[config.mk]
export PLATFORM = sky130hd
export DESIGN_NAME = qdc_seq
export DESIGN_NICKNAME = d
export VERILOG_FILES = /design/src/include/qdc_pkg.sv /design/src/verilog/qdc_seq.sv
export SDC_FILE = /design/constraint.sdc
export NUM_CORES = 1
export LEC_CHECK = 0
export BUFFER_PORTS_ARGS = -buffer_cell sky130_fd_sc_hd__clkbuf_2
export CORE_MARGIN = 2
export CORE_UTILIZATION = 50
export CTS_CLUSTER_DIAMETER = 120
export DETAILED_ROUTE_END_ITERATION = 12
export PLACE_DENSITY = 0.82
export SYNTH_ARGS = -nofsm -noshare
export SYNTH_HDL_FRONTEND = slang
export SYNTH_SLANG_ARGS = --single-unit
export TNS_END_PERCENT = 5
[constraint.sdc]
create_clock -name sys_clk -period 6.35 [get_ports sys_clk]
set_clock_uncertainty 0.2 [all_clocks]
set_input_delay 0 -clock sys_clk [delete_from_list [all_inputs] [get_ports sys_clk]]
set_output_delay 0 -clock sys_clk [all_outputs]
set_load 0.02 [all_outputs]
[src/include/qdc_pkg.sv]
// Shared types and constants of the queued DMA command-layer sequencer.
// Assumes one core clock domain and a transport layer that acknowledges frames.
package qdc_pkg;

  // Register byte offsets on the AXI4-Lite slave.
  localparam logic [7:0] QDC_OFS_CTRL    = 8'h00;
  localparam logic [7:0] QDC_OFS_STATUS  = 8'h04;
  localparam logic [7:0] QDC_OFS_PENDING = 8'h08;
  localparam logic [7:0] QDC_OFS_DONE    = 8'h0C;

  // Control register fields.
  localparam int QDC_CTRL_AA_EN_BIT  = 0;
  localparam int QDC_CTRL_REL_IE_BIT = 1;
  localparam int QDC_CTRL_NZOFS_BIT  = 2;
  localparam int QDC_CTRL_W          = 3;
  localparam logic [2:0] QDC_CTRL_RST = 3'h0;

  // Status register fields.
  localparam int QDC_STAT_STATE_LSB = 0;
  localparam int QDC_STAT_HALT_BIT  = 8;
  localparam int QDC_STAT_OFSV_BIT  = 9;

  localparam logic [1:0] QDC_RESP_OKAY   = 2'h0;
  localparam logic [1:0] QDC_RESP_SLVERR = 2'h2;

  // Error field value sent by the broken-host state (command abort).
  localparam logic [7:0] QDC_ERR_ABORT = 8'h04;

  typedef enum logic [1:0] {
    QDC_REG_CTRL, QDC_REG_STATUS, QDC_REG_PENDING, QDC_REG_DONE
  } qdc_reg_t;

  typedef enum logic [2:0] {
    QDC_FR_REG_D2H, QDC_FR_DMA_ACT, QDC_FR_DMA_SETUP, QDC_FR_DATA, QDC_FR_SDB
  } qdc_frame_kind_t;

  typedef enum logic [1:0] {
    QDC_CMD_LEGACY_WR, QDC_CMD_NATIVE, QDC_CMD_LOG_READ, QDC_CMD_OTHER
  } qdc_cmd_kind_t;

  typedef enum {
    QDC_IDLE, QUEUED_WRITE_ENTRY_STATE, QDC_LQ_ACT, QDC_LQ_RX, QDC_LQ_PREP,
    QDC_LQ_STATUS, QDC_LQ_RELEASE, ENQUEUE_STATE, QDC_NQ_CLRBUSY,
    QDC_NQ_RDSETUP, QDC_NQ_PREWR, QDC_NQ_WRSETUP_AA, QDC_NQ_WRSETUP_OLD,
    QDC_NQ_ACT, QDC_NQ_XMITRD, QDC_NQ_XMITWR, QDC_NQ_STATUS, QDC_NQ_ERROR,
    BROKEN_HOST_STATE, ERROR_CLEARING_WAIT_STATE
  } qdc_state_t;

  typedef struct packed {
    qdc_frame_kind_t kind;
    logic            intr;
    logic            bus_release_flag;
    logic            err;
    logic            interface_busy_bit;
    logic            data_request_bit;
    logic            dir_d2h;
    logic            auto_act;
    logic [4:0]      buf_id;
    logic [31:0]     active_tag_field;
    logic [7:0]      err_code;
  } qdc_frame_t;

  typedef struct packed {
    qdc_cmd_kind_t kind;
    logic [4:0]    tag;
    logic          malformed;
  } qdc_cmd_t;

  // Conditions reported by the device core.
  typedef struct packed {
    logic       rx_ready;
    logic       abort;
    logic       all_done;
    logic       xfer_exhausted;
    logic       cmd_complete;
    logic       unrec_err;
    logic [7:0] err_code;
  } qdc_core_t;

  typedef struct packed {
    logic        awvalid;
    logic [7:0]  awaddr;
    logic        wvalid;
    logic [31:0] wdata;
    logic [3:0]  wstrb;
    logic        bready;
    logic        arvalid;
    logic [7:0]  araddr;
    logic        rready;
  } qdc_axi_req_t;

  typedef struct packed {
    logic        awready;
    logic        wready;
    logic        bvalid;
    logic [1:0]  bresp;
    logic        arready;
    logic        rvalid;
    logic [31:0] rdata;
    logic [1:0]  rresp;
  } qdc_axi_rsp_t;

endpackage

[src/verilog/qdc_seq.sv]
// Queued DMA command-layer sequencer: legacy queued write and native queued machines.
// Assumes the transport layer holds tx_done for one cycle per finished frame request,
// and that core conditions are valid in the cycle the machine consults them.
//
// The implementer's own choices: the register addresses and the AXI4-Lite slave port.
`timescale 1ns/100ps
module qdc_seq
  import qdc_pkg::*;
#(
  parameter int  QDEPTH       = 32,
  parameter bit  AA_SUPPORTED = 1'b1
) (
  input  wire logic         sys_clk,
  input  wire logic         reset,
  input  wire logic         cmd_valid,
  input  qdc_cmd_t          cmd,
  output logic              cmd_ready_r,
  input  wire logic         dp_valid,
  input  wire logic [4:0]   dp_tag,
  input  wire logic         dp_write,
  output logic              dp_ready_r,
  input  wire logic         tag_done_valid,
  input  wire logic [4:0]   tag_done,
  input  wire logic         nq_err,
  input  wire logic         software_reset_request,
  input  qdc_core_t         core,
  output logic              tx_req_r,
  output qdc_frame_t        tx_frame_r,
  input  wire logic         tx_done,
  input  wire logic         rx_done,
  input  qdc_axi_req_t      axi_req,
  output qdc_axi_rsp_t      axi_rsp_r
);

  typedef struct packed {
    qdc_state_t   state;
    logic         tx_req;
    qdc_frame_t   frame;
    logic [4:0]   cur_tag;
    logic         cmd_bad;
    logic [31:0]  pending;
    logic [31:0]  done;
    logic         halted;
    logic         err_pend;
    logic         ofs_viol;
    logic         cmd_ready;
    logic         dp_ready;
    logic [2:0]   ctrl;
    logic         aw_have;
    logic [7:0]   aw_addr;
    logic         w_have;
    logic [31:0]  w_data;
    logic [3:0]   w_strb;
    qdc_axi_rsp_t axi;
  } qdc_regs_t;

  qdc_regs_t s_r;
  qdc_regs_t s_nxt;

  // The tag bitmaps are 32 bits wide, so a deeper queue cannot be tracked.
  if (QDEPTH < 1 || QDEPTH > 32) begin : g_bad_depth
    $error("qdc_seq: QDEPTH must lie in 1..32");
  end

  function automatic logic reg_hit(input logic [7:0] addr, output qdc_reg_t sel);
    sel = QDC_REG_CTRL;
    reg_hit = 1'b1;
    case (addr)
      QDC_OFS_CTRL: begin
        sel = QDC_REG_CTRL;
      end
      QDC_OFS_STATUS: begin
        sel = QDC_REG_STATUS;
      end
      QDC_OFS_PENDING: begin
        sel = QDC_REG_PENDING;
      end
      QDC_OFS_DONE: begin
        sel = QDC_REG_DONE;
      end
      default: begin
        reg_hit = 1'b0;
      end
    endcase
  endfunction

  function automatic qdc_frame_t mk_frame(input qdc_frame_kind_t kind);
    mk_frame = '0;
    mk_frame.kind = kind;
  endfunction

  logic tag_ok;
  // The captured tag is checked, so a host that changes cmd after the take cannot mislead it.
  assign tag_ok = (32'(s_r.cur_tag) < 32'(QDEPTH)) && !s_r.pending[s_r.cur_tag];

  always_comb begin
    qdc_frame_t    f;
    qdc_state_t    nxt;
    logic          send;
    logic          fin;
    logic          clear_q;
    logic [31:0]   reported;
    qdc_reg_t      sel;
    logic          hit;
    logic          ofs_set;
    f = '0;
    ofs_set = 1'b0;
    nxt = QDC_IDLE;
    send = 1'b0;
    clear_q = 1'b0;
    reported = '0;
    sel = QDC_REG_CTRL;
    hit = 1'b0;
    s_nxt = s_r;
    fin = s_r.tx_req && tx_done;

    // A late error indication is remembered until the idle state acts on it; leaving the error-clearing wait drops it.
    if (nq_err) begin
      s_nxt.err_pend = 1'b1;
    end

    case (s_r.state)
      QDC_IDLE: begin
        if (s_r.err_pend && !s_r.halted) begin
          s_nxt.err_pend = nq_err;
          s_nxt.state = QDC_NQ_ERROR;
        end else if (cmd_valid && s_r.cmd_ready) begin
          s_nxt.cur_tag = cmd.tag;
          s_nxt.cmd_bad = cmd.malformed;
          if (cmd.kind == QDC_CMD_LEGACY_WR) begin
            s_nxt.state = QUEUED_WRITE_ENTRY_STATE;
          end else if (cmd.kind == QDC_CMD_NATIVE) begin
            s_nxt.state = ENQUEUE_STATE;
          end
        end else if (s_r.done != '0 && !s_r.halted) begin
          s_nxt.state = QDC_NQ_STATUS;
        end else if (dp_valid && s_r.dp_ready) begin
          s_nxt.cur_tag = dp_tag;
          s_nxt.state = dp_write ? QDC_NQ_PREWR : QDC_NQ_RDSETUP;
        end
      end
      QUEUED_WRITE_ENTRY_STATE: begin
        if (core.abort) begin
          s_nxt.state = QDC_LQ_STATUS;
        end else if (core.rx_ready) begin
          s_nxt.state = QDC_LQ_ACT;
        end else begin
          s_nxt.state = QDC_LQ_RELEASE;
        end
      end
      QDC_LQ_ACT: begin
        send = 1'b1;
        f = mk_frame(QDC_FR_DMA_ACT);
        nxt = QDC_LQ_RX;
      end
      QDC_LQ_RX: begin
        if (rx_done) begin
          s_nxt.state = QDC_LQ_PREP;
        end
      end
      QDC_LQ_PREP: begin
        if (core.abort || core.all_done) begin
          s_nxt.state = QDC_LQ_STATUS;
        end else if (core.rx_ready) begin
          s_nxt.state = QDC_LQ_ACT;
        end
      end
      QDC_LQ_STATUS: begin
        send = 1'b1;
        f = mk_frame(QDC_FR_REG_D2H);
        f.intr = 1'b1;
        f.err = core.abort;
        f.err_code = core.err_code;
        nxt = QDC_IDLE;
      end
      QDC_LQ_RELEASE: begin
        send = 1'b1;
        f = mk_frame(QDC_FR_REG_D2H);
        f.bus_release_flag = 1'b1;
        f.intr = s_r.ctrl[QDC_CTRL_REL_IE_BIT];
        nxt = QDC_IDLE;
      end
      ENQUEUE_STATE: begin
        if (s_r.cmd_bad || !tag_ok) begin
          s_nxt.state = BROKEN_HOST_STATE;
        end else begin
          s_nxt.pending[s_r.cur_tag] = 1'b1;
          s_nxt.state = QDC_NQ_CLRBUSY;
        end
      end
      QDC_NQ_CLRBUSY: begin
        send = 1'b1;
        f = mk_frame(QDC_FR_REG_D2H);
        nxt = QDC_IDLE;
      end
      QDC_NQ_RDSETUP: begin
        send = 1'b1;
        f = mk_frame(QDC_FR_DMA_SETUP);
        f.buf_id = s_r.cur_tag;
        f.dir_d2h = 1'b1;
        nxt = QDC_NQ_XMITRD;
      end
      QDC_NQ_PREWR: begin
        if (AA_SUPPORTED && s_r.ctrl[QDC_CTRL_AA_EN_BIT]) begin
          s_nxt.state = QDC_NQ_WRSETUP_AA;
        end else begin
          s_nxt.state = QDC_NQ_WRSETUP_OLD;
        end
      end
      QDC_NQ_WRSETUP_AA: begin
        send = 1'b1;
        f = mk_frame(QDC_FR_DMA_SETUP);
        f.buf_id = s_r.cur_tag;
        f.auto_act = 1'b1;
        nxt = QDC_NQ_XMITWR;
      end
      QDC_NQ_WRSETUP_OLD: begin
        send = 1'b1;
        f = mk_frame(QDC_FR_DMA_SETUP);
        f.buf_id = s_r.cur_tag;
        nxt = QDC_NQ_ACT;
      end
      QDC_NQ_ACT: begin
        send = 1'b1;
        f = mk_frame(QDC_FR_DMA_ACT);
        nxt = QDC_NQ_XMITWR;
      end
      QDC_NQ_XMITRD: begin
        send = 1'b1;
        f = mk_frame(QDC_FR_DATA);
        f.buf_id = s_r.cur_tag;
        nxt = QDC_NQ_XMITRD;
        if (core.unrec_err || core.cmd_complete || core.xfer_exhausted) begin
          nxt = QDC_IDLE;
        end
        // A partial return without offset support is still honoured but flagged.
        if (fin && core.xfer_exhausted && !core.cmd_complete && !core.unrec_err &&
            !s_r.ctrl[QDC_CTRL_NZOFS_BIT]) begin
          s_nxt.ofs_viol = 1'b1;
          ofs_set = 1'b1;
        end
      end
      QDC_NQ_XMITWR: begin
        if (rx_done) begin
          if (core.unrec_err || core.cmd_complete || core.xfer_exhausted) begin
            s_nxt.state = QDC_IDLE;
            if (core.xfer_exhausted && !core.cmd_complete && !core.unrec_err &&
                !s_r.ctrl[QDC_CTRL_NZOFS_BIT]) begin
              s_nxt.ofs_viol = 1'b1;
              ofs_set = 1'b1;
            end
          end else begin
            s_nxt.state = QDC_NQ_ACT;
          end
        end
      end
      QDC_NQ_STATUS: begin
        send = 1'b1;
        f = mk_frame(QDC_FR_SDB);
        f.intr = 1'b1;
        f.active_tag_field = s_r.done;
        nxt = QDC_IDLE;
        if (fin) begin
          reported = s_r.frame.active_tag_field;
        end
      end
      QDC_NQ_ERROR: begin
        send = 1'b1;
        s_nxt.halted = 1'b1;
        f = mk_frame(QDC_FR_SDB);
        f.intr = 1'b1;
        f.err = 1'b1;
        f.err_code = core.err_code;
        f.active_tag_field = s_r.done;
        nxt = ERROR_CLEARING_WAIT_STATE;
        if (fin) begin
          reported = s_r.frame.active_tag_field;
        end
      end
      BROKEN_HOST_STATE: begin
        send = 1'b1;
        s_nxt.halted = 1'b1;
        f = mk_frame(QDC_FR_REG_D2H);
        f.err = 1'b1;
        f.intr = 1'b1;
        f.err_code = QDC_ERR_ABORT;
        nxt = ERROR_CLEARING_WAIT_STATE;
      end
      ERROR_CLEARING_WAIT_STATE: begin
        if (software_reset_request) begin
          clear_q = 1'b1;
        end else if (cmd_valid && s_r.cmd_ready) begin
          if (cmd.kind == QDC_CMD_LOG_READ) begin
            clear_q = 1'b1;
          end else begin
            s_nxt.state = BROKEN_HOST_STATE;
          end
        end
        if (clear_q) begin
          s_nxt.state = QDC_IDLE;
          s_nxt.halted = 1'b0;
          s_nxt.err_pend = nq_err;
        end
      end
      default: begin
        s_nxt.state = QDC_IDLE;
      end
    endcase

    // The request and its frame stay frozen until the transport layer answers.
    if (send) begin
      if (!s_r.tx_req) begin
        s_nxt.tx_req = 1'b1;
        s_nxt.frame = f;
      end else if (tx_done) begin
        s_nxt.tx_req = 1'b0;
        s_nxt.state = nxt;
      end
    end

    // Reported tags leave the queue; a completion in the same cycle still lands.
    s_nxt.pending = s_nxt.pending & ~reported;
    s_nxt.done = s_r.done & ~reported;
    if (clear_q) begin
      s_nxt.pending = '0;
      s_nxt.done = '0;
    end
    if (tag_done_valid && s_r.pending[tag_done]) begin
      s_nxt.done[tag_done] = 1'b1;
    end

    // Command ready is shown when idle with no error pending or in the error-clearing wait;
    // a software reset there drops an offered command, and in idle a command beats a data phase.
    s_nxt.cmd_ready = ((s_nxt.state == QDC_IDLE) && !s_nxt.err_pend) ||
                      (s_nxt.state == ERROR_CLEARING_WAIT_STATE);
    s_nxt.dp_ready = (s_nxt.state == QDC_IDLE) && !s_nxt.halted && !s_nxt.err_pend &&
                     (s_nxt.done == '0);

    // AXI4-Lite slave: address and data are taken in either order.
    if (axi_req.awvalid && s_r.axi.awready) begin
      s_nxt.aw_have = 1'b1;
      s_nxt.aw_addr = axi_req.awaddr;
    end
    if (axi_req.wvalid && s_r.axi.wready) begin
      s_nxt.w_have = 1'b1;
      s_nxt.w_data = axi_req.wdata;
      s_nxt.w_strb = axi_req.wstrb;
    end
    if (s_r.axi.bvalid && axi_req.bready) begin
      s_nxt.axi.bvalid = 1'b0;
    end
    if (s_r.aw_have && s_r.w_have && !s_r.axi.bvalid) begin
      hit = reg_hit(s_r.aw_addr, sel);
      s_nxt.aw_have = 1'b0;
      s_nxt.w_have = 1'b0;
      s_nxt.axi.bvalid = 1'b1;
      s_nxt.axi.bresp = hit ? QDC_RESP_OKAY : QDC_RESP_SLVERR;
      if (hit && sel == QDC_REG_CTRL && s_r.w_strb[0]) begin
        s_nxt.ctrl = s_r.w_data[QDC_CTRL_W-1:0];
      end
      // Write one clears the offset flag unless it is raised in the same cycle.
      if (hit && sel == QDC_REG_STATUS && s_r.w_strb[1] &&
          s_r.w_data[QDC_STAT_OFSV_BIT] && !ofs_set) begin
        s_nxt.ofs_viol = 1'b0;
      end
    end
    s_nxt.axi.awready = !s_nxt.aw_have;
    s_nxt.axi.wready = !s_nxt.w_have;

    if (s_r.axi.rvalid && axi_req.rready) begin
      s_nxt.axi.rvalid = 1'b0;
    end
    if (axi_req.arvalid && s_r.axi.arready) begin
      hit = reg_hit(axi_req.araddr, sel);
      s_nxt.axi.rvalid = 1'b1;
      s_nxt.axi.rresp = hit ? QDC_RESP_OKAY : QDC_RESP_SLVERR;
      s_nxt.axi.rdata = '0;
      if (hit) begin
        case (sel)
          QDC_REG_CTRL: begin
            s_nxt.axi.rdata[QDC_CTRL_W-1:0] = s_r.ctrl;
          end
          QDC_REG_STATUS: begin
            s_nxt.axi.rdata[QDC_STAT_STATE_LSB +: 5] = 5'(s_r.state);
            s_nxt.axi.rdata[QDC_STAT_HALT_BIT] = s_r.halted;
            s_nxt.axi.rdata[QDC_STAT_OFSV_BIT] = s_r.ofs_viol;
          end
          QDC_REG_PENDING: begin
            s_nxt.axi.rdata = s_r.pending;
          end
          QDC_REG_DONE: begin
            s_nxt.axi.rdata = s_r.done;
          end
          default: begin
            s_nxt.axi.rdata = '0;
          end
        endcase
      end
    end
    s_nxt.axi.arready = !s_nxt.axi.rvalid;
  end

  always_ff @(posedge sys_clk or posedge reset) begin
    if (reset) begin
      s_r <= '0;
      s_r.ctrl <= QDC_CTRL_RST;
    end else begin
      s_r <= s_nxt;
    end
  end

  assign cmd_ready_r = s_r.cmd_ready;
  assign dp_ready_r  = s_r.dp_ready;
  assign tx_req_r    = s_r.tx_req;
  assign tx_frame_r  = s_r.frame;
  assign axi_rsp_r   = s_r.axi;

endmodule

==> reports/qor.yml, run 1 <==
critical_path:
  ff2ff_setup_slack_ns: 2.19
  crit_end: "s_r[224]"
  crit_path_end_kind: "register"
  critPathArrivalTime_ns: 4.42
  required_ns: 6.61
  r2r-start: "s_r[223]"
  startpoint_type: "register"
  critPathKind: "register to register"
  critPathMaxFanout: 29
  ff2ff_path_depth: 8
  r2r-end: "s_r[224]"
  crit_start: "s_r[223]"
timing:
  fin_tns_setup_ns: 0
  post-route-period-util_pct: 65.59
  fin_ws_ns: 2.185
  slew_violations: 0
  final_hold_viol_count: 0
  setup_viol: 0
  period_needed_ns: 4.165
  slew_headroom_pct: 28.42
  tightestPinTransition_ns: 1.070
  fmax_mhz: 240.1
  rsz0062_at_grt: "false"
floorplan:
  io_pins: 198
  core_area_um2: 22500
  start_util_pct: 50.58
  die-area_um2: 23980
  die_height_um: 154.9
  fp.dieW_um: 154.9
  num_rows: 55
cts:
  htree_levels: 1
  clock-sinks: 219
  cts_buffers: 24
  clk_latency_ns: 0.52
  clk_pin_slew_worst_paths_ns: 0.06
  post_cts_resized: 0
  cts_tree: "done"
  cts_buffer_depth: 3
  cts_root_buffer: "clkbuf_16"
grt:
  grt_max_degree: 140
  track_usage_pct: 29.20
  antenna_found_initial: 1
  grt_pass1_vias: 9602
  grt_pass1_wl_um: 54590
  overflow: 0
synthesis:
  synth-adder-area-share_pct: 0
  synth-xor-area-share_pct: 0.07696
  syn_area_um2: 11380
  synth_seq_area_share_pct: 48.15
  ys_types: 78
  yosys_warnings: 0
  muxShareOfSynthArea_pct: 6.695
  synth_compound_area_share_pct: 19.98
  synth_seq_cells: 219
  ys.flop_type: "dfrtp_1"
  yosys.area.top_type_share_pct: 48.15
  yosysTopAreaCell: "dfrtp_1"
  synth_top_family_by_area: "compound AO/OA/AOI/OAI gates"
  ys_async_sr_fraction_pct: 100.0
  synth-simple-area-share_pct: 15.49
  syn_area_per_cell_um2: 10.43
  syn-instance-count: 1091
  synthTopCellsByArea: "dfrtp_1 48%, buf_4 6.4%, a22o_1 4.9%"
  synth_edf_count: 0
layout:
  final_cell_mix: "219 x dfrtp_1, 163 x clkbuf_2, 85 x nand2_1"
  final_nets: 1327
  drive_above_1_share_pct: 22.69
  final_common_cell: "dfrtp_1"
  final_core_util_pct: 59.22
  layout.cells.non_filler: 1529
  area_growth_pct: 17.08
drt:
  routed_wl_um: 35040
  drc_errors: 0
  num_vias: 9562
  vias_per_cell: 6.254
  drt-initial-drc-count: 1024
  wl_per_cell_um: 22.92
  antenna_left: 0
  dr.pass1.iters: 5
power:
  p_leak_nw: 5.780
  power_density_nw_per_um2: 264.8
  peakVddDrop_uv: 236.8
placed_design:
  portBuffers: 163
  gp_congestion: 1.033
  dp.cells: 1411
  dp_hpwl_um: 23830
  pre_cts_slack_ns: 2.359
min_path:
  hp-class: "input pin to register"
  min-delay-start: "cmd[7]"
flow_run:
  cap_violations: 0
outcome:
  status: "complete, no violations"
## critical path: stages, from the launching register on
cell	delay (ns)
dfrtp_1	0.72
or3b_1	0.73
a2bb2oi_1	0.22
a211oi_2	0.59
o2111a_1	0.34
nand2_1	0.07
dlygate4sd3_1	0.55
o21ai_0	0.09
dlygate4sd3_1	0.57
## through the flow
stage               cell area [µm²]  hold slack, ns  total power, mW
global placement              11730        -0.01626            1.962
global route                  13320         0.07852            3.651
floorplan                     11490         -0.1036            1.860
CTS                           13320         0.01605            3.520
finish                        13330         0.03488            3.528
detailed placement            11730       -0.009040            1.974
## kinds of logic after synthesis
group                  after synthesis
multiplexers                        60
AND/OR/NAND/NOR                    298
other                                1
flip-flops                         219
XOR/XNOR                             1
AO/OA/AOI/OAI                      327
buffers and inverters              185
## registers in the layout, summed over array words and instances, names as in the netlist
signal and cells:
tx_frame_r 53, axi_rsp_r 39, tx_req_r 1, cmd_ready_r 1, dp_ready_r 1, s_r 124
## synthesized netlist by cell type, types with 11 or more instances
library cell	count
dfrtp_1	219
buf_4	97
nand2_1	85
a21oi_1	74
o21ai_0	68
a22o_1	64
clkbuf_1	49
nor2_1	37
a22oi_1	35
mux2_2	29
nand3_1	27
nor2b_1	26
mux2i_1	21
inv_1	19
nor3_1	16
nand4_1	15
nor4_1	15
nand2b_1	14
buf_2	13
a32o_1	11
## power by group
| part | internal, mW | switching [mW] | leakage [nW] |
|---|---|---|---|
| Clock | 0.887 | 0.564 | 0.401 |
| Combinational | 0.225 | 0.209 | 2.69 |
| Sequential | 1.52 | 0.128 | 2.69 |
| Total | 2.63 | 0.901 | 5.78 |
## area by class of cell
| class | count | area, µm² |
|---|---|---|
| inverters | 20 | 82.58 |
| multi-input cells | 717 | 4943 |
| flip-flops and latches | 219 | 5480 |
| fillers | 1885 | 9178 |
| clock buffers | 35 | 743.2 |
| well taps | 285 | 356.6 |
| repair buffers | 246 | 1629 |
| diodes | 1 | 2.502 |
| clock inverters | 6 | 87.58 |
## how the worst min path moves through the flow
stage,end,slack [ns],cells after the start
after floorplan,axi_rsp_r[38],-0.10,1
after global placement,axi_rsp_r[38],-0.02,2
after detailed placement,axi_rsp_r[38],-0.009,2
after CTS,s_r[222],0.02,6
after global routing,tx_frame_r[1],0.08,3
final,s_r[222],0.03,6
## per-layer routing
metal / part of all wire (%) / global-route usage [%] / vias to the layer above / routed length, µm
li1: - / - / 4191 / -
met1: 40 / 39.05 / 4739 / 13900
met2: 48 / 47.96 / 541 / 16760
met3: 8.9 / 5.850 / 91 / 3106
met4: 3.6 / 9.832 / 0 / 1269
met5: 0 / 0 / - / 0
## timing repair
item / CTS / global route
hold buffers: 76 / 0
endpoints found under the hold margin: 237 / 0
setup buffers: 0 / 0
Power figures use the tool's default switching activity.
==> run 2, diff against run 1 <==
Clock period 6.35 ns to 3.71 ns, I/O delays scaled along.
==> run 2 against run 1 <==
  * Register-to-register slack got worse by 2.0 ns
  * Sequential share of layout area is 0.81 points lower
  * Flip-flop and latch count is the same
  * Cell count increased by 2.2%
  * Clock-buffer cell count stayed put
  * Critical path depth is the same
==> reports/qor.yml, run 2 (synthesis results as in run 1) <==
layout:
  final_common_cell: "dfrtp_1"
  top_register: "s_r"
  final_cell_mix: "219 x dfrtp_1, 163 x clkbuf_2, 85 x nand2_1"
  largest_reg_flops: 124
  num_antenna_cells: 0
  layout.cells.non_filler: 1563
  area_growth_pct: 19.45
  final_nets: 1360
  final_core_util_pct: 60.41
  drive_above_1_share_pct: 24.33
  stdcell_area_um2: 13590
timing:
  setup_viol: 0
  whs_ns: 0.02050
  slew_violations: 0
  final_hold_viol_count: 0
  fin_tns_setup_ns: 0
  fmax_mhz: 282.9
  slew_headroom_pct: 29.13
  rsz0062_at_grt: "false"
  fin_ws_ns: 0.1754
  period_needed_ns: 3.535
  tightestPinTransition_ns: 1.061
  post-route-period-util_pct: 95.27
cts:
  cts_buffers: 24
  cts_root_buffer: "clkbuf_16"
  cts_tree: "done"
  post_cts_buffers: 0
  clock-sinks: 219
  cts_buffer_depth: 3
  clk_pin_slew_worst_paths_ns: 0.06
  clk_latency_ns: 0.52
  htree_levels: 1
power:
  clockPowerShare_pct: 40.1
  finalPower_mw: 5.967
  peakVddDrop_uv: 406.7
  p_leak_nw: 5.949
  power_density_nw_per_um2: 438.9
  swShare_pct: 25.86
  p_switching_mw: 1.543
  p_int_mw: 4.424
  seq_power_share_pct: 47.1
  combPwrFrac_pct: 12.8
placed_design:
  portBuffers: 163
  gp_congestion: 1.014
  dp_hpwl_um: 24770
  pre_cts_slack_ns: 0.2587
  place_area_um2: 12010
  dp.cells: 1442
drt:
  met2_length_um: 16940
  antenna_left: 0
  wl_met3_um: 3198
  dr.pass1.iters: 7
  wl_met1_um: 13890
  num_vias: 9825
  routed_wl_um: 35430
  drc_errors: 0
  vias_per_cell: 6.286
  top_layer: "met4"
  wl_per_cell_um: 22.67
  drt-initial-drc-count: 1054
floorplan:
  die-area_um2: 23980
  die_height_um: 154.9
  num_rows: 55
  fp.dieW_um: 154.9
  core_area_um2: 22500
  io_pins: 198
  start_util_pct: 50.58
flow_run:
  cap_violations: 0
critical_path:
  critPathMaxFanout: 9
  critPathArrivalTime_ns: 3.78
  cp_num_buf_inv: 2
  path_cells: "or3b_1 -> a2bb2oi_1 -> a211oi_4 -> o2111a_1 -> nand2_1 -> dlygate4sd3_1 -> o21ai_0 -> dlygate4sd3_1"
  startpoint_type: "register"
  crit_family: "buffers and inverters"
  crit_top_cell: "dlygate4sd3_1"
  crit_path_end_kind: "register"
  critPathKind: "register to register"
  slowest_stage: "or3b_1"
  required_ns: 3.96
  critPathMaxStageDelay_ns: 0.60
grt:
  overflow: 0
  grt_max_degree: 83
  grt_pass1_wl_um: 55020
  track_usage_pct: 29.32
  antenna_found_initial: 0
  grt_pass1_vias: 9871
outcome:
  status: "complete, no violations"
min_path:
  hp-class: "input pin to register"
## run 2: cell types whose count changed in the layout (fill, tap and decap cells not counted)
cell           delta
a211oi_2          -1
a211oi_4          +1
buf_12            +4
buf_4            +27
clkbuf_1          +5
clkbuf_8          -5
clkinv_2          +3
clkinv_4          +1
clkinvlp_4        -1
diode_2           -1
dlygate4sd3_1     +2
inv_8             -1
nor4_1            -1
nor4_2            +1
## run 2: worst min-delay path: cells and delay by family
kind | cells | cell delay (ns)
buf+inv | 1 | 0.31
simple gates | 1 | 0.16
compound gates | 2 | 0.23
## run 2: power by group through the flow
| stage | sequential (mW) | combinational [mW] | clock [mW] |
|---|---|---|---|
| finish | 2.81 | 0.765 | 2.39 |
| global route | 2.82 | 0.823 | 2.52 |
| CTS | 2.79 | 0.729 | 2.42 |
| detailed placement | 2.83 | 0.558 | 0 |
| global placement | 2.82 | 0.540 | 0 |
| floorplan | 2.75 | 0.432 | 0 |
## run 2: final cells by class
type	instances	area [µm²]
inverters	20	78.83
clock inverters	8	96.34
flip-flops and latches	219	5480
repair buffers	279	1932
clock buffers	35	693.2
fillers	1826	8909
multi-input cells	717	4957
well taps	285	356.6
## run 2: metal layers
metal  up-vias  global-route usage [%]
met2       607                   48.97
met3       113                   5.348
met4         0                   10.14
met1      4830                   38.68
met5         -                       0
li1       4275                       -
## run 2: path summary, 6_finish.rpt
check	to	start	slack (ns)	depth (start not counted)
worst min register to register	axi_rsp_r[27]	axi_rsp_r[27]	0.28	2
worst min-delay path	s_r[114]	tag_done[1]	0.02	4
worst max register to register	s_r[224]	s_r[223]	0.18	8
worst max-delay path	s_r[224]	s_r[223]	0.18	8
max in group asynchronous	axi_rsp_r[16]	reset	2.29	4
min in group asynchronous	s_r[149]	reset	0.08	3
## run 2: what timing repair did
action	CTS	global route
setup endpoints to repair	0	2
gates resized for setup	0	2
hold buffers	78	0
endpoints found under the hold margin	146	0
==> run 3, diff against run 2 <==
--- a/config.mk
+++ b/config.mk
@@ -9,6 +9,6 @@
 export CORE_MARGIN = 2
-export CORE_UTILIZATION = 50
+export CORE_UTILIZATION = 40
 export CTS_CLUSTER_DIAMETER = 120
 export DETAILED_ROUTE_END_ITERATION = 12
-export PLACE_DENSITY = 0.82
+export PLACE_DENSITY = 0.7
 export SYNTH_ARGS = -nofsm -noshare
==> constraint.sdc (replaced) <==
create_clock -name sys_clk -period 3.71 [get_ports sys_clk]
set_clock_uncertainty 0.2 [all_clocks]
set_input_delay 0.5565 -clock sys_clk [delete_from_list [all_inputs] [get_ports sys_clk]]
set_output_delay 0.5565 -clock sys_clk [all_outputs]
set_load 0.02 [all_outputs]
==> run 3 against run 2 <==
  * Cell count up 2.4%
  * Via count shrank 5.2%
  * Clock-buffer cell count is 2 higher
  * Combinational power is 25% lower
==> reports/qor.yml, run 3 (synthesis results as in run 1) <==
timing:
  post-route-period-util_pct: 97.36
  rsz0062_at_grt: "false"
  slew_headroom_pct: 32.49
  fin_ws_ns: 0.09777
  whs_ns: 0.01698
  final_hold_viol_count: 0
  setup_viol: 0
  fmax_mhz: 276.8
  fin_tns_setup_ns: 0
  tightestPinTransition_ns: 1.011
  slew_violations: 0
  period_needed_ns: 3.612
layout:
  num_antenna_cells: 0
  final_common_cell: "dfrtp_1"
  top_register: "s_r"
  final_cell_mix: "219 x dfrtp_1, 163 x clkbuf_2, 85 x nand2_1"
  stdcell_area_um2: 13090
  n_fill_cell: 2680
  largest_reg_flops: 124
  final_nets: 1303
  area_growth_pct: 15.04
  final_core_util_pct: 46.87
  drive_above_1_share_pct: 27.39
grt:
  grt_pass1_vias: 9385
  track_usage_pct: 23.52
  antenna_found_initial: 0
  grt_max_degree: 88
  overflow: 0
  grt_pass1_wl_um: 55270
critical_path:
  critPathMaxFanout: 10
  crit_family: "simple AND/OR/NAND/NOR gates"
  critPathKind: "register to register"
  startpoint_type: "register"
  required_ns: 3.94
  path_cells: "nor4_4 -> nand4_4 -> a2111oi_2 -> o221ai_1 -> and4b_1 -> nor4bb_1 -> buf_4 -> nand4_1 -> nor4_2"
  cp_num_buf_inv: 1
  critPathMaxStageDelay_ns: 0.61
  crit_path_end_kind: "register"
  critPathArrivalTime_ns: 3.85
  slowest_stage: "a2111oi_2"
floorplan:
  num_rows: 61
  die-area_um2: 29820
  die_height_um: 172.7
  core_area_um2: 27930
  io_pins: 198
  start_util_pct: 40.74
  fp.dieW_um: 172.7
drt:
  drt-initial-drc-count: 842
  wl_per_cell_um: 22.02
  num_vias: 9318
  dr.pass1.iters: 5
  drc_errors: 0
  vias_per_cell: 5.820
  routed_wl_um: 35260
  antenna_left: 0
placed_design:
  dp_hpwl_um: 26010
  pre_cts_slack_ns: 0.1012
  gp_congestion: 0.9862
  portBuffers: 163
  place_area_um2: 12270
power:
  power_density_nw_per_um2: 441.5
  p_leak_nw: 5.717
  peakVddDrop_uv: 337.8
cts:
  cts_buffers: 25
  cts_root_buffer: "clkbuf_16"
  post_cts_buffers: 0
  htree_levels: 1
  hold_buffers: 1
  post_cts_resized: 0
  cts_tree: "done"
  cts_buffer_depth: 3
  clk_pin_slew_worst_paths_ns: 0.06
  clock-sinks: 219
  clk_latency_ns: 0.53
outcome:
  status: "complete, no violations"
flow_run:
  cap_violations: 0
min_path:
  hp-class: "input pin to register"
[run 3: final cells by class]
class / count / area [µm²] / share of cell area [%]
timing repair buffer: 221 / 1304 / 9.958
tap: 378 / 473.0 / 3.612
multi-input combinational: 717 / 4943 / 37.76
inverter: 20 / 78.83 / 0.6021
clock buffer: 37 / 750.7 / 5.734
sequential: 219 / 5480 / 41.86
clock inverter: 9 / 62.56 / 0.4778
[run 3: final timing paths]
path	start	endpoint	slack, ns	cells after the start
max	s_r[233]	dp_ready_r	0.1	9
min	axi_req[10]	axi_rsp_r[38]	0.02	2
max reg2reg	s_r[233]	dp_ready_r	0.1	9
min reg2reg	axi_rsp_r[21]	axi_rsp_r[21]	0.27	2
max in group asynchronous	reset	axi_rsp_r[15]	1.91	4
min in group asynchronous	reset	tx_frame_r[46]	0.50	3
[run 3: per-stage QoR]
step           std cells  power, mW
6_report            1601      5.780
5_1_grt             1601      6.004
4_1_cts             1601      5.823
3_5_place_dp        1554      3.400
3_3_place_gp        1554      3.384
2_1_floorplan       1121      3.184
[run 3: layer usage]
metal  vias up  global-route usage [%]  wire length (µm)
li1       4163                       -                 -
met1      4558                   32.00             14760
met2       510                   36.14             15540
met3        87                   6.794              3662
met4         0                   7.910              1298
met5         -                  0.1603                 0
[run 3: report_power, final]
part	total (mW)	internal (mW)	switching [mW]
sequential	2.79	2.59	0.199
clock	2.41	1.40	1.01
combinational	0.577	0.256	0.321
total	5.78	4.25	1.53
[run 3: worst register-to-register path: stages (launching register included)]
cell       delay (ns)
dfrtp_1          0.39
nor4_4           0.37
nand4_4          0.30
a2111oi_2        0.62
o221ai_1         0.22
and4b_1          0.28
nor4bb_1         0.57
buf_4            0.22
nand4_1          0.10
nor4_2           0.26
